`src/shared/obt_pkg.sv`:
```
package obt_pkg;

    // Width of each data port.
    localparam int unsigned DATA_WIDTH = 8;

    // Direction encodings on the direction input.
    localparam logic DIR_ECL_TO_TTL = 1'b0;
    localparam logic DIR_TTL_TO_ECL = 1'b1;

    // Storage variant selection.
    localparam logic VARIANT_LATCH = 1'b0;
    localparam logic VARIANT_REGISTER = 1'b1;

    // Level of the ECL outputs while cut off.
    localparam logic [DATA_WIDTH-1:0] ECL_CUTOFF_VALUE = 8'h00;

    // Reset value of the stored data.
    localparam logic [DATA_WIDTH-1:0] STORE_RESET_VALUE = 8'h00;

    // Data present on both port sides.
    typedef struct packed {
        logic [DATA_WIDTH-1:0] ecl;
        logic [DATA_WIDTH-1:0] ttl;
    } obt_pair_s;

    // Drive towards both port sides.
    typedef struct packed {
        logic [DATA_WIDTH-1:0] ecl_data;
        logic ecl_active;
        logic [DATA_WIDTH-1:0] ttl_data;
        logic ttl_oe;
    } obt_drive_s;

endpackage

```
`src/core/obt_store.sv`:
```
`timescale 1ns/1ps

// Storage stage: latch or register behaviour, captured on both sides at once.
module obt_store (
    // Clock and reset.
    input wire logic i_clock,
    input wire logic i_reset_n,
    // Control.
    input wire logic i_variant,
    input wire logic i_hold_capture_control,
    input wire logic i_capture_edge_clock,
    // Data.
    input wire obt_pkg::obt_pair_s i_pair,
    output obt_pkg::obt_pair_s o_pair
);

    typedef struct packed {
        obt_pkg::obt_pair_s held;
        logic clk_prev;
    } obt_store_state_s;

    obt_store_state_s state_reg;
    obt_store_state_s state_next;
    logic rise;

    // Rising edge of the sampled capture clock.
    assign rise = i_capture_edge_clock && !state_reg.clk_prev;

    // Next state of the storage for both variants.
    always_comb begin
        state_next = state_reg;
        state_next.clk_prev = i_capture_edge_clock;
        if (i_variant == obt_pkg::VARIANT_REGISTER) begin
            if (rise) begin
                state_next.held = i_pair;
            end
        end else if (!i_hold_capture_control) begin
            state_next.held = i_pair;
        end
    end

    // In the latch variant a low hold level passes inputs straight through; a high level freezes both sides.
    always_comb begin
        if (i_variant == obt_pkg::VARIANT_LATCH && !i_hold_capture_control) begin
            o_pair = i_pair;
        end else begin
            o_pair = state_reg.held;
        end
    end

    // State register.
    always_ff @(posedge i_clock or negedge i_reset_n) begin
        if (!i_reset_n) begin
            state_reg <= '{held: '{ecl: obt_pkg::STORE_RESET_VALUE, ttl: obt_pkg::STORE_RESET_VALUE},
                           clk_prev: 1'b0};
        end else begin
            state_reg <= state_next;
        end
    end

    // Outside a rising edge the register variant keeps its captured word.
    a_reg_holds: assert property (@(posedge i_clock) disable iff (!i_reset_n)
        (i_variant == obt_pkg::VARIANT_REGISTER && !rise) |=> $stable(state_reg.held))
        else $error("Register variant changed stored data without a capture edge.");

    // A capture edge stores the inputs of both sides.
    a_reg_captures: assert property (@(posedge i_clock) disable iff (!i_reset_n)
        (i_variant == obt_pkg::VARIANT_REGISTER && rise) |=> (state_reg.held == $past(i_pair)))
        else $error("Register variant failed to capture on the capture edge.");

    // While held, the latch variant keeps both sides frozen.
    a_latch_freeze: assert property (@(posedge i_clock) disable iff (!i_reset_n)
        (i_variant == obt_pkg::VARIANT_LATCH && i_hold_capture_control && $past(i_hold_capture_control)
         && $stable(i_variant)) |-> $stable(o_pair))
        else $error("Latch variant output moved while held.");

endmodule

```
`src/core/obt_translator.sv`:
```
`timescale 1ns/1ps

// Contract
// - Direction low passes ECL to TTL; direction high passes TTL to ECL.
// - Enable low cuts off ECL outputs and floats TTL outputs.
// - Latch variant: hold high freezes data from both sides.
// - Latch variant: hold low makes storage transparent.
// - Register variant updates only on capture clock rising edge.
// - Only the chosen side drives; storage captures both sides.
module obt_translator #(
    parameter logic VARIANT = obt_pkg::VARIANT_LATCH
) (
    // Clock and reset.
    input wire logic i_clock,
    input wire logic i_reset_n,
    // Control inputs.
    input wire logic i_direction,
    input wire logic i_output_enable,
    input wire logic i_hold_capture_control,
    input wire logic i_capture_edge_clock,
    // ECL side port.
    input wire logic [obt_pkg::DATA_WIDTH-1:0] i_ecl_side_port,
    output logic [obt_pkg::DATA_WIDTH-1:0] o_ecl_side_port,
    output logic o_ecl_side_active,
    // TTL side port.
    input wire logic [obt_pkg::DATA_WIDTH-1:0] i_ttl_side_port,
    output logic [obt_pkg::DATA_WIDTH-1:0] o_ttl_side_port,
    output logic o_ttl_side_port_oe
);

    // All state of the translator outside the storage stage is the registered drive towards both port sides.
    // Registering it keeps every output straight from a flip-flop.
    typedef struct packed {
        obt_pkg::obt_drive_s drive;
    } obt_state_s;

    // Registered drive, its next value, the sampled pins and the stored words.
    obt_state_s state_reg;
    obt_state_s state_next;
    obt_pkg::obt_pair_s in_pair;
    obt_pkg::obt_pair_s stored;

    // True when the TTL port is the one side allowed to drive.
    // One decode serves the drive logic and its checks, so the two cannot drift apart.
    function automatic logic ttl_selected(input logic enable, input logic direction);
        ttl_selected = enable && (direction == obt_pkg::DIR_ECL_TO_TTL);
    endfunction

    // True when the ECL port is the one side allowed to leave cut-off.
    // Both selections are false while the enable is low.
    function automatic logic ecl_selected(input logic enable, input logic direction);
        ecl_selected = enable && (direction == obt_pkg::DIR_TTL_TO_ECL);
    endfunction

    // Both sides are sampled together so storage holds both at once.
    assign in_pair = '{ecl: i_ecl_side_port, ttl: i_ttl_side_port};

    obt_store u_store (
        .i_clock(i_clock),
        .i_reset_n(i_reset_n),
        .i_variant(VARIANT),
        .i_hold_capture_control(i_hold_capture_control),
        .i_capture_edge_clock(i_capture_edge_clock),
        .i_pair(in_pair),
        .o_pair(stored)
    );

    // Select the driven side and cross the stored data over to it.
    always_comb begin
        state_next.drive.ecl_data = obt_pkg::ECL_CUTOFF_VALUE;
        state_next.drive.ecl_active = 1'b0;
        state_next.drive.ttl_data = stored.ecl;
        state_next.drive.ttl_oe = 1'b0;
        if (ttl_selected(i_output_enable, i_direction)) begin
            state_next.drive.ttl_oe = 1'b1;
            state_next.drive.ttl_data = stored.ecl;
        end
        if (ecl_selected(i_output_enable, i_direction)) begin
            state_next.drive.ecl_active = 1'b1;
            state_next.drive.ecl_data = stored.ttl;
        end
    end

    // Output register.
    always_ff @(posedge i_clock or negedge i_reset_n) begin
        if (!i_reset_n) begin
            state_reg <= '{drive: '{ecl_data: obt_pkg::ECL_CUTOFF_VALUE, ecl_active: 1'b0,
                                    ttl_data: obt_pkg::STORE_RESET_VALUE, ttl_oe: 1'b0}};
        end else begin
            state_reg <= state_next;
        end
    end

    // Every output comes straight from the output register.
    assign o_ecl_side_port = state_reg.drive.ecl_data;
    assign o_ecl_side_active = state_reg.drive.ecl_active;
    assign o_ttl_side_port = state_reg.drive.ttl_data;
    assign o_ttl_side_port_oe = state_reg.drive.ttl_oe;

    // Disabled outputs stay cut off on both sides one cycle later.
    a_disable_cutoff: assert property (@(posedge i_clock) disable iff (!i_reset_n)
        !i_output_enable |=> (!o_ttl_side_port_oe && !o_ecl_side_active
                              && o_ecl_side_port == obt_pkg::ECL_CUTOFF_VALUE))
        else $error("Outputs driven while output enable was low.");

    // Never both sides driven at once.
    a_one_side: assert property (@(posedge i_clock) disable iff (!i_reset_n)
        !(o_ttl_side_port_oe && o_ecl_side_active))
        else $error("Both port sides driven together.");

    // Low direction drives the TTL side with the stored ECL data.
    a_dir_ecl_ttl: assert property (@(posedge i_clock) disable iff (!i_reset_n)
        (i_output_enable && i_direction == obt_pkg::DIR_ECL_TO_TTL)
        |=> (o_ttl_side_port_oe && o_ttl_side_port == $past(stored.ecl)))
        else $error("ECL to TTL translation wrong.");

    // High direction drives the ECL side with the stored TTL data.
    a_dir_ttl_ecl: assert property (@(posedge i_clock) disable iff (!i_reset_n)
        (i_output_enable && i_direction == obt_pkg::DIR_TTL_TO_ECL)
        |=> (o_ecl_side_active && o_ecl_side_port == $past(stored.ttl)))
        else $error("TTL to ECL translation wrong.");

    // Transparent latch passes the ECL input to the TTL outputs one cycle later.
    a_transparent: assert property (@(posedge i_clock) disable iff (!i_reset_n)
        (VARIANT == obt_pkg::VARIANT_LATCH && !i_hold_capture_control && i_output_enable
         && i_direction == obt_pkg::DIR_ECL_TO_TTL) |=> (o_ttl_side_port == $past(i_ecl_side_port)))
        else $error("Transparent latch did not follow input.");

    // The TTL enable is the registered decode of enable and direction.
    // Any other source could switch the TTL drivers on during a turnaround.
    a_ttl_enable_match: assert property (@(posedge i_clock) disable iff (!i_reset_n)
        1'b1 |=> (o_ttl_side_port_oe == $past(ttl_selected(i_output_enable, i_direction))))
        else $error("TTL enable does not follow enable and direction.");

    // The ECL active flag is the registered decode of enable and direction.
    // With the enable high it rises and falls in the same cycle as the TTL enable falls and rises.
    a_ecl_enable_match: assert property (@(posedge i_clock) disable iff (!i_reset_n)
        1'b1 |=> (o_ecl_side_active == $past(ecl_selected(i_output_enable, i_direction))))
        else $error("ECL active flag does not follow enable and direction.");

    // A low direction never lifts the ECL outputs out of cut-off.
    // This holds whatever the enable does, so a stray enable cannot fight the TTL side.
    a_low_dir_no_ecl: assert property (@(posedge i_clock) disable iff (!i_reset_n)
        (i_direction == obt_pkg::DIR_ECL_TO_TTL) |=> !o_ecl_side_active)
        else $error("ECL outputs active while direction was low.");

    // A high direction never turns the TTL drivers on.
    // The TTL pins then float and the outside logic may drive them.
    a_high_dir_no_ttl: assert property (@(posedge i_clock) disable iff (!i_reset_n)
        (i_direction == obt_pkg::DIR_TTL_TO_ECL) |=> !o_ttl_side_port_oe)
        else $error("TTL outputs driven while direction was high.");

    // With outputs enabled one side drives, so the chosen load never sees both sides idle.
    // Together with the one-side check this means exactly one side.
    a_enabled_drives: assert property (@(posedge i_clock) disable iff (!i_reset_n)
        i_output_enable |=> (o_ttl_side_port_oe || o_ecl_side_active))
        else $error("No side driven while output enable was high.");

    // A chosen TTL side drives and the ECL side stays cut off in the same cycle.
    // The change of side is therefore never seen half done.
    a_ttl_side_alone: assert property (@(posedge i_clock) disable iff (!i_reset_n)
        ttl_selected(i_output_enable, i_direction) |=> (o_ttl_side_port_oe && !o_ecl_side_active))
        else $error("TTL side chosen but drive flags wrong.");

    // Cut-off ECL outputs always show the cut-off level, whatever the stored data is.
    // Downstream logic may read the data lines without looking at the active flag first.
    a_ecl_cutoff_level: assert property (@(posedge i_clock) disable iff (!i_reset_n)
        !o_ecl_side_active |-> (o_ecl_side_port == obt_pkg::ECL_CUTOFF_VALUE))
        else $error("Cut-off ECL outputs show data.");

    // The TTL data lines carry the stored ECL word even while floating.
    // Enabling the drivers then never exposes a stale word from an earlier direction.
    a_ttl_tracks_store: assert property (@(posedge i_clock) disable iff (!i_reset_n)
        1'b1 |=> (o_ttl_side_port == $past(stored.ecl)))
        else $error("TTL data lines do not carry the stored ECL word.");

    // Two held cycles in a row leave the TTL data lines untouched in the latch variant.
    // The first held cycle still shows the last transparent word.
    a_latch_hold_ttl: assert property (@(posedge i_clock) disable iff (!i_reset_n)
        (VARIANT == obt_pkg::VARIANT_LATCH && i_hold_capture_control && $past(i_hold_capture_control))
        |=> $stable(o_ttl_side_port))
        else $error("Latch variant TTL data moved while held.");

    // The undriven side is frozen as well, so a turnaround after a hold shows held data.
    // Only the driven ECL outputs are watched; cut-off data is fixed anyway.
    a_latch_hold_ecl: assert property (@(posedge i_clock) disable iff (!i_reset_n)
        (VARIANT == obt_pkg::VARIANT_LATCH && i_hold_capture_control && $past(i_hold_capture_control)
         && ecl_selected(i_output_enable, i_direction) && $past(ecl_selected(i_output_enable, i_direction)))
        |=> $stable(o_ecl_side_port))
        else $error("Latch variant ECL data moved while held.");

    // A transparent latch passes the TTL input to the ECL outputs one cycle later.
    // This is the mirror of the ECL to TTL transparency check.
    a_transparent_ecl: assert property (@(posedge i_clock) disable iff (!i_reset_n)
        (VARIANT == obt_pkg::VARIANT_LATCH && !i_hold_capture_control
         && ecl_selected(i_output_enable, i_direction))
        |=> (o_ecl_side_port == $past(i_ttl_side_port)))
        else $error("Transparent latch did not pass TTL input to ECL side.");

    // Without a capture edge one cycle back the register variant keeps its TTL data.
    // The capture clock is sampled, so its edge is seen one cycle late and lands a cycle after that.
    a_reg_quiet_ttl: assert property (@(posedge i_clock) disable iff (!i_reset_n)
        (VARIANT == obt_pkg::VARIANT_REGISTER
         && !($past(i_capture_edge_clock) && !$past(i_capture_edge_clock, 2)))
        |=> $stable(o_ttl_side_port))
        else $error("Register variant TTL data moved without a capture edge.");

    // A capture edge one cycle back shows the ECL input of that cycle on the TTL side.
    // Both words are captured at that edge, whichever side is driven.
    a_reg_capture_ttl: assert property (@(posedge i_clock) disable iff (!i_reset_n)
        (VARIANT == obt_pkg::VARIANT_REGISTER && $past(i_capture_edge_clock) && !$past(i_capture_edge_clock, 2))
        |=> (o_ttl_side_port == $past(i_ecl_side_port, 2)))
        else $error("Register variant TTL data is not the captured ECL word.");

    // The same capture edge stores the TTL input for the ECL side.
    // It is checked only while the ECL side drives, since cut-off hides the data.
    a_reg_capture_ecl: assert property (@(posedge i_clock) disable iff (!i_reset_n)
        (VARIANT == obt_pkg::VARIANT_REGISTER && $past(i_capture_edge_clock) && !$past(i_capture_edge_clock, 2)
         && ecl_selected(i_output_enable, i_direction))
        |=> (o_ecl_side_port == $past(i_ttl_side_port, 2)))
        else $error("Register variant ECL data is not the captured TTL word.");

endmodule

```
`config.mk`:
```
export PLATFORM = sky130hd
export DESIGN_NAME = obt_translator
export DESIGN_NICKNAME = d
export VERILOG_FILES = /design/src/shared/obt_pkg.sv /design/src/core/obt_store.sv /design/src/core/obt_translator.sv
export SDC_FILE = /design/constraint.sdc
export NUM_CORES = 1
export LEC_CHECK = 0
export ABC_CLOCK_PERIOD_IN_PS = 1450
export BUFFER_PORTS_ARGS = -buffer_cell sky130_fd_sc_hd__buf_2
export CAP_MARGIN = 20
export CORE_MARGIN = 2
export CORE_UTILIZATION = 50
export CTS_CLUSTER_SIZE = 24
export DETAILED_ROUTE_END_ITERATION = 10
export GPL_ROUTABILITY_DRIVEN = 0
export PLACE_DENSITY = 0.79
export SLEW_MARGIN = 0
export SYNTH_ARGS = -nofsm -noshare
export SYNTH_HDL_FRONTEND = slang
export SYNTH_SLANG_ARGS = --single-unit
```
`constraint.sdc`:
```
create_clock -name i_clock -period 1.45 [get_ports i_clock]
set_input_delay 0.0725 -clock i_clock [delete_from_list [all_inputs] [get_ports i_clock]]
set_output_delay 0.0725 -clock i_clock [all_outputs]
set_load 0.05 [all_outputs]
```
==> flow_metrics.tcl, run 1 <==
set metrics [dict create \
    area_of_the_multi_input_gates_sq_um 263 \
    synth_cell_types 10 \
    report.final.slew_viol_count 0 \
    worst_slew_pin_slew_ps 551 \
    synth_sequential_area_ratio 0.645 \
    critPathArrivalTime_ps 930 \
    io-pin-count 40 \
    post-route-drc-count 0 \
    worst_slew_margin_rel 0.633 \
    crit_fanout 2 \
    post_synthesis_compound_gate_area_fraction 0 \
    placed_cells_incl_taps 118 \
    postCtsSetupBuffers 0 \
    clockRootBuffer "sky130_fd_sc_hd__clkbuf_4" \
    postSynthRegisterBits 26 \
    nFillCells 148 \
    netlist.area_leader.share 0.645 \
    ys_top_cells_by_area "sky130_fd_sc_hd__dfrtp_1, sky130_fd_sc_hd__mux2_2, sky130_fd_sc_hd__buf_4" \
    synth.cell_area_sq_mm 0.00101 \
    yosys.area_share.simple 0.0744 \
    dpl_hpwl_microns 1040 \
    maxCapViolations 0 \
    final.setup.worst_slack_ps 444 \
    path_cells "buf_2" \
    min_period_ps 1010 \
    via_density 4.53 \
    hold_buffers 11 \
    dp_slack_ps 375 \
    critical_path.reg2reg.endpoint "o_ecl_side_port[2]" \
    wirelength_routed_microns 1550 \
    postLayoutCoreUtil 0.673 \
    layoutNonFillerInstCount 134 \
    num_antenna_cells 0 \
    hold_crit_start "i_ttl_side_port[1]" \
    postSynth.topFlopCell "sky130_fd_sc_hd__dfrtp_1" \
    crit_family "flip-flops" \
    power_per_cell_area_mw_per_mm2 1080 \
    hold_depth 2 \
    grt_max_degree 27 \
    netlist_instances 63 \
    post-layout-total-power_uw 1400 \
    drt_iter0_markers 0 \
    largest_family_of_logic_cells_by_synthesized_area "multiplexers" \
    cts_sinks 26 \
    cts_tree "done" \
    synth_edf_count 0 \
    yosys_warnings 0 \
    setup_repair_after_global_routing_missed_its_margin "false" \
    worstSkewPairLatency_ps 300 \
    mean_syn_cell_area_sq_um 16.0 \
    hold_path_class "primary input to flop" \
    post_cts_resize_count 0 \
    total_of_buffers_placed_on_input_and_output_ports 38 \
    timing.fmax_mhz 994 \
    reg2reg_slack_ps 550 \
    grt_first_pass_wirelength_microns 2840 \
    ant_nets 0 \
    final_hold_violation_count 0 \
    drive_gt1_frac 0.551 \
    die-height_microns 48.9 \
    r2r.worst_path.cells 2 \
    floorplan.rows 16 \
    kind_of_launch_point_of_the_worst_setup_path "flop" \
    synthXorXnorAreaFrac 0 \
    vdd_drop_max_mv 0.856 \
    synthDominantAreaCellType "sky130_fd_sc_hd__dfrtp_1" \
    cts.htree.levels 1 \
    asyncSetResetFlopFracSynth 1.00 \
    final-setup-viol-count 0 \
    crit_path_top_delay_cell "sky130_fd_sc_hd__dfrtp_1" \
    run_status "finished, final reports clean" \
    wire_per_inst_microns 11.6 \
    design.die.area_sq_mm 0.00239 \
    cp_required_ps 1380 \
    global_route.usage.total 0.155 \
    floorplan.die.width_microns 48.9 \
    synth_nets 85 \
    worst_path_largest_cell_delay_ps 370 \
    setup.worst_path.end_class "output pin" \
    synthMuxAreaShare 0.186 \
    crit_type "flop to output pin" \
    worstPathBufferInverterCount 1 \
    num_vias 607 \
    worst_clock_skew_ps 5.25 \
    timing.setup.tns_ps 0 \
    globalRoute.totalOverflow 0 \
    r2r-start "u_store.state_reg[3]" \
    layout_worst_path_cycle_share 0.694 \
    cts_buffer_depth 2 \
    cts_inserted_buffers 3 \
    areaGrowthSynthToFinish_pct 28.3 \
    post_synth_fa_ha_maj_area_fraction 0 \
    sequential_cell_area_sq_um 651 \
    min_to "u_store.state_reg[2]" \
    leakage_uw 0.000658 \
    start_util 0.525 \
    design.core.area_sq_mm 0.00192 \
    worst_setup_hold_path_clk_slew_ps 120 \
    layout.nets 131 \
    number_of_antenna_violations_at_the_first_check_in_global_routing 0 \
    post-synth-top-count-cell "sky130_fd_sc_hd__dfrtp_1" \
    first_global_vias 715 \
    yosys-top-cells-count "sky130_fd_sc_hd__dfrtp_1, sky130_fd_sc_hd__mux2_2, sky130_fd_sc_hd__buf_4" \
    drtPass1Iterations 1 \
]
[per-layer routing]
metal / GRT usage / share of wire / up-vias
met1: 0.155 / 0.37 / 294
met3: 0.0276 / 0.064 / 2
met5: 0 / 0 / -
met4: 0.0714 / 0.0071 / 0
li1: - / - / 283
met2: 0.306 / 0.55 / 28
[cell usage in the layout, fill, tap and decap left out]
cell type and n:
sky130_fd_sc_hd__nor2b_4 2, sky130_fd_sc_hd__mux2_2 14, sky130_fd_sc_hd__nand2_1 1, sky130_fd_sc_hd__inv_1 1
sky130_fd_sc_hd__mux2_4 2, sky130_fd_sc_hd__clkbuf_4 3, sky130_fd_sc_hd__nor2b_1 7, sky130_fd_sc_hd__dfrtp_1 26
sky130_fd_sc_hd__buf_2 38, sky130_fd_sc_hd__dlygate4sd3_1 13
[layout make-up]
type | instances | share of cell area
timing repair buffer | 51 | 0.248
inverter | 1 | 0.00290
tap | 27 | 0.0261
multi-input combinational | 26 | 0.203
clock buffer | 3 | 0.0174
sequential | 26 | 0.503
[worst max path at each step]
stage | from | endpoint | slack (ps) | cells after the start
2_1_floorplan | i_hold_capture_control | o_ecl_side_port[6] | 600 | 4
3_3_place_gp | i_hold_capture_control | o_ecl_side_port[1] | 390 | 3
3_5_place_dp | i_hold_capture_control | o_ecl_side_port[3] | 380 | 3
4_1_cts | o_ttl_side_port[1] | o_ttl_side_port[1] | 440 | 1
5_1_grt | o_ttl_side_port[7] | o_ttl_side_port[7] | 400 | 1
6_report | o_ttl_side_port[1] | o_ttl_side_port[1] | 440 | 1
[report_power, final]
group	internal (uW)	leakage [uW]	switching (uW)
clock network	96.8	0.0000138	181
registers	782	0.000321	17.9
logic	122	0.000324	201
[stage by stage]
step	hold WS [ps]	area (sq um)
after floorplan	-223	1010
after global placement	85.7	1140
after detailed placement	95.5	1140
after CTS	0.847	1270
after global routing	2.05	1290
final	5.87	1290
[logic make-up after synthesis]
| kind of cell | after synthesis |
|---|---|
| buffers and inverters | 11 |
| DFF | 26 |
| muxes | 16 |
| and+or+nand+nor | 10 |
No activity file was read; power rests on OpenSTA's default activity.
==> run 2, diff against run 1 <==
Settings changed: ABC_CLOCK_PERIOD_IN_PS 1450 to 900, CORE_UTILIZATION 50 to 42, PLACE_DENSITY 0.79 to 0.7.
Clock period 1.45 ns to 0.9 ns, I/O delays scaled along.
==> run 2 against run 1 <==
The run now ends with setup timing left. Sequential power is 64% higher. Non-clock buffer count is 9 higher. Setup slack worse by 480 ps. Utilization is 1.4 points higher. Critical path type unchanged. Largest cell class unchanged. Largest power group unchanged.
==> flow_metrics.tcl, run 2 (synthesis results as in run 1) <==
set metrics [dict create \
    global_route_met2_utilization 0.300 \
    maxCapViolations 0 \
    nFillCells 156 \
    ant_nets 0 \
    wirelength_routed_microns 1790 \
    crit_path_top_delay_cell "sky130_fd_sc_hd__dfrtp_1" \
    grt_first_pass_wirelength_microns 2970 \
    hold_path_class "primary input to flop" \
    cts.htree.levels 1 \
    global_route.usage.total 0.151 \
    number_of_antenna_violations_at_the_first_check_in_global_routing 0 \
    layout_worst_path_cycle_share 1.04 \
    r2r.worst_path.cells 2 \
    leakage_uw 0.000754 \
    total_of_buffers_placed_on_input_and_output_ports 38 \
    via_density 4.39 \
    io-pin-count 40 \
    most_used_cells_in_the_layout_excluding_fill_and_tap_cells "sky130_fd_sc_hd__dfrtp_1, sky130_fd_sc_hd__buf_2, sky130_fd_sc_hd__dlygate4sd3_1" \
    min_to "o_ttl_side_port[0]" \
    path_cells "buf_6" \
    violations "setup timing" \
    design.core.area_sq_mm 0.00223 \
    final-setup-viol-count 15 \
    cts_tree "done" \
    critPathArrivalTime_ps 890 \
    power_per_cell_area_mw_per_mm2 1640 \
    worstSkewPairLatency_ps 310 \
    drive_gt1_frac 0.547 \
    setup.worst_path.end_class "output pin" \
    min_period_ps 932 \
    gr-max-usage-layer "met2" \
    areaGrowthSynthToFinish_pct 52.2 \
    cts_buffer_depth 2 \
    wire_per_inst_microns 12.3 \
    final_hold_violation_count 0 \
    critical_path.reg2reg.endpoint "o_ttl_side_port[6]" \
    num_antenna_cells 0 \
    cts_inserted_buffers 3 \
    commonest_non_fill_non_tap_cell_in_the_layout "sky130_fd_sc_hd__dfrtp_1" \
    worst_path_largest_cell_delay_ps 420 \
    kind_of_launch_point_of_the_worst_setup_path "flop" \
    vdd_drop_max_mv 0.880 \
    drtPass1Iterations 3 \
    setup_repair_after_global_routing_missed_its_margin "true" \
    hold-worst-slack_ps 178 \
    floorplan.rows 17 \
    crit_fanout 1 \
    clockRootBuffer "sky130_fd_sc_hd__clkbuf_4" \
    hold_depth 3 \
    worst_slew_pin_slew_ps 552 \
    reg2reg_slack_ps 10 \
    start_util 0.452 \
    worst_clock_skew_ps 0.325 \
    grt_max_degree 27 \
    final.setup.worst_slack_ps -32.1 \
    timing.fmax_mhz 1070 \
    worst_slew_margin_rel 0.632 \
    worst_setup_hold_path_clk_slew_ps 130 \
    hold_crit_start "i_hold_capture_control" \
    design.die.area_sq_mm 0.00281 \
    groute.layer.met1.usage 0.148 \
    r2r-start "o_ttl_side_port[6]" \
    layout.nets 140 \
    met3_usage 0.0282 \
    report.final.slew_viol_count 0 \
    cts_sinks 26 \
    crit_type "flop to output pin" \
    num_vias 637 \
    floorplan.die.width_microns 53 \
    post-route-drc-count 0 \
    drt_iter0_markers 5 \
    globalRoute.totalOverflow 0 \
    run_status "complete, but fails checks" \
    first_global_vias 750 \
    crit_family "flip-flops" \
    postLayoutCoreUtil 0.687 \
    cp_required_ps 850 \
    die-height_microns 53 \
    worstPathBufferInverterCount 1 \
]
==> run 2: cell types whose count changed in the layout (fill, tap and decap cells not counted), moves of 2 or more <==
cell / change
sky130_fd_sc_hd__buf_2: -18
sky130_fd_sc_hd__buf_4: +2
sky130_fd_sc_hd__mux2_2: -3
sky130_fd_sc_hd__buf_6: +18
sky130_fd_sc_hd__dlygate4sd3_1: +6
sky130_fd_sc_hd__mux2_4: +3
==> run 2: repair_timing <==
| item | 4_1_cts | 5_1_grt |
|---|---|---|
| hold endpoints to repair | 43 | 0 |
| cloned | 0 | 0 |
| hold buffers | 19 | 0 |
| resized for setup | 36 | 5 |
| endpoints found under the setup margin | 18 | 21 |
| buffers inserted | 0 | 1 |
==> run 2: worst max-delay path by stage <==
| stage | start | to | cells after the start | slack [ps] |
|---|---|---|---|---|
| 5_1_grt | o_ttl_side_port[1] | o_ttl_side_port[1] | 1 | -80 |
| 3_3_place_gp | i_hold_capture_control | o_ecl_side_port[3] | 4 | 9 |
| 4_1_cts | o_ttl_side_port[6] | o_ttl_side_port[6] | 1 | -50 |
| 2_1_floorplan | u_store.state_reg[1] | o_ecl_side_port[0] | 2 | 60 |
| 6_report | o_ecl_side_port[4] | o_ecl_side_port[4] | 1 | -30 |
| 3_5_place_dp | i_hold_capture_control | o_ecl_side_port[5] | 4 | -20 |
==> run 2: through the flow <==
step | setup slack [ps] | cells | power, uW | instance area, sq um | TNS, ps
floorplan | 59.8 | 63 | 1720 | 1010 | 0
global placement | 8.53 | 121 | 1800 | 1170 | 0
detailed placement | -18.9 | 121 | 1810 | 1170 | -44.4
CTS | -50.0 | 144 | 2540 | 1510 | -587
global route | -82.4 | 145 | 2650 | 1540 | -1060
finish | -32.1 | 145 | 2520 | 1540 | -241
==> run 2: per-layer routing <==
layer | up-vias | wire (microns)
li1 | 303 | -
met1 | 310 | 703
met2 | 24 | 984
met3 | 0 | 100
met4 | 0 | 0
met5 | - | 0
==> run 2: area by class of cell <==
| class | instances | area, sq um | area share |
|---|---|---|---|
| Timing Repair Buffer | 60 | 528 | 0.344 |
| Inverter | 1 | 3.75 | 0.00244 |
| Multi-Input combinational cell | 26 | 282 | 0.183 |
| Sequential cell | 26 | 651 | 0.424 |
| Tap cell | 28 | 35.0 | 0.0228 |
| Clock buffer | 4 | 36.3 | 0.0236 |
==> run 2: power by group <==
part           internal, uW  total, uW  switching [uW]
Clock                   247        565             318
Combinational           314        653             339
Sequential             1260       1310            43.8
Total                  1820       2520             701
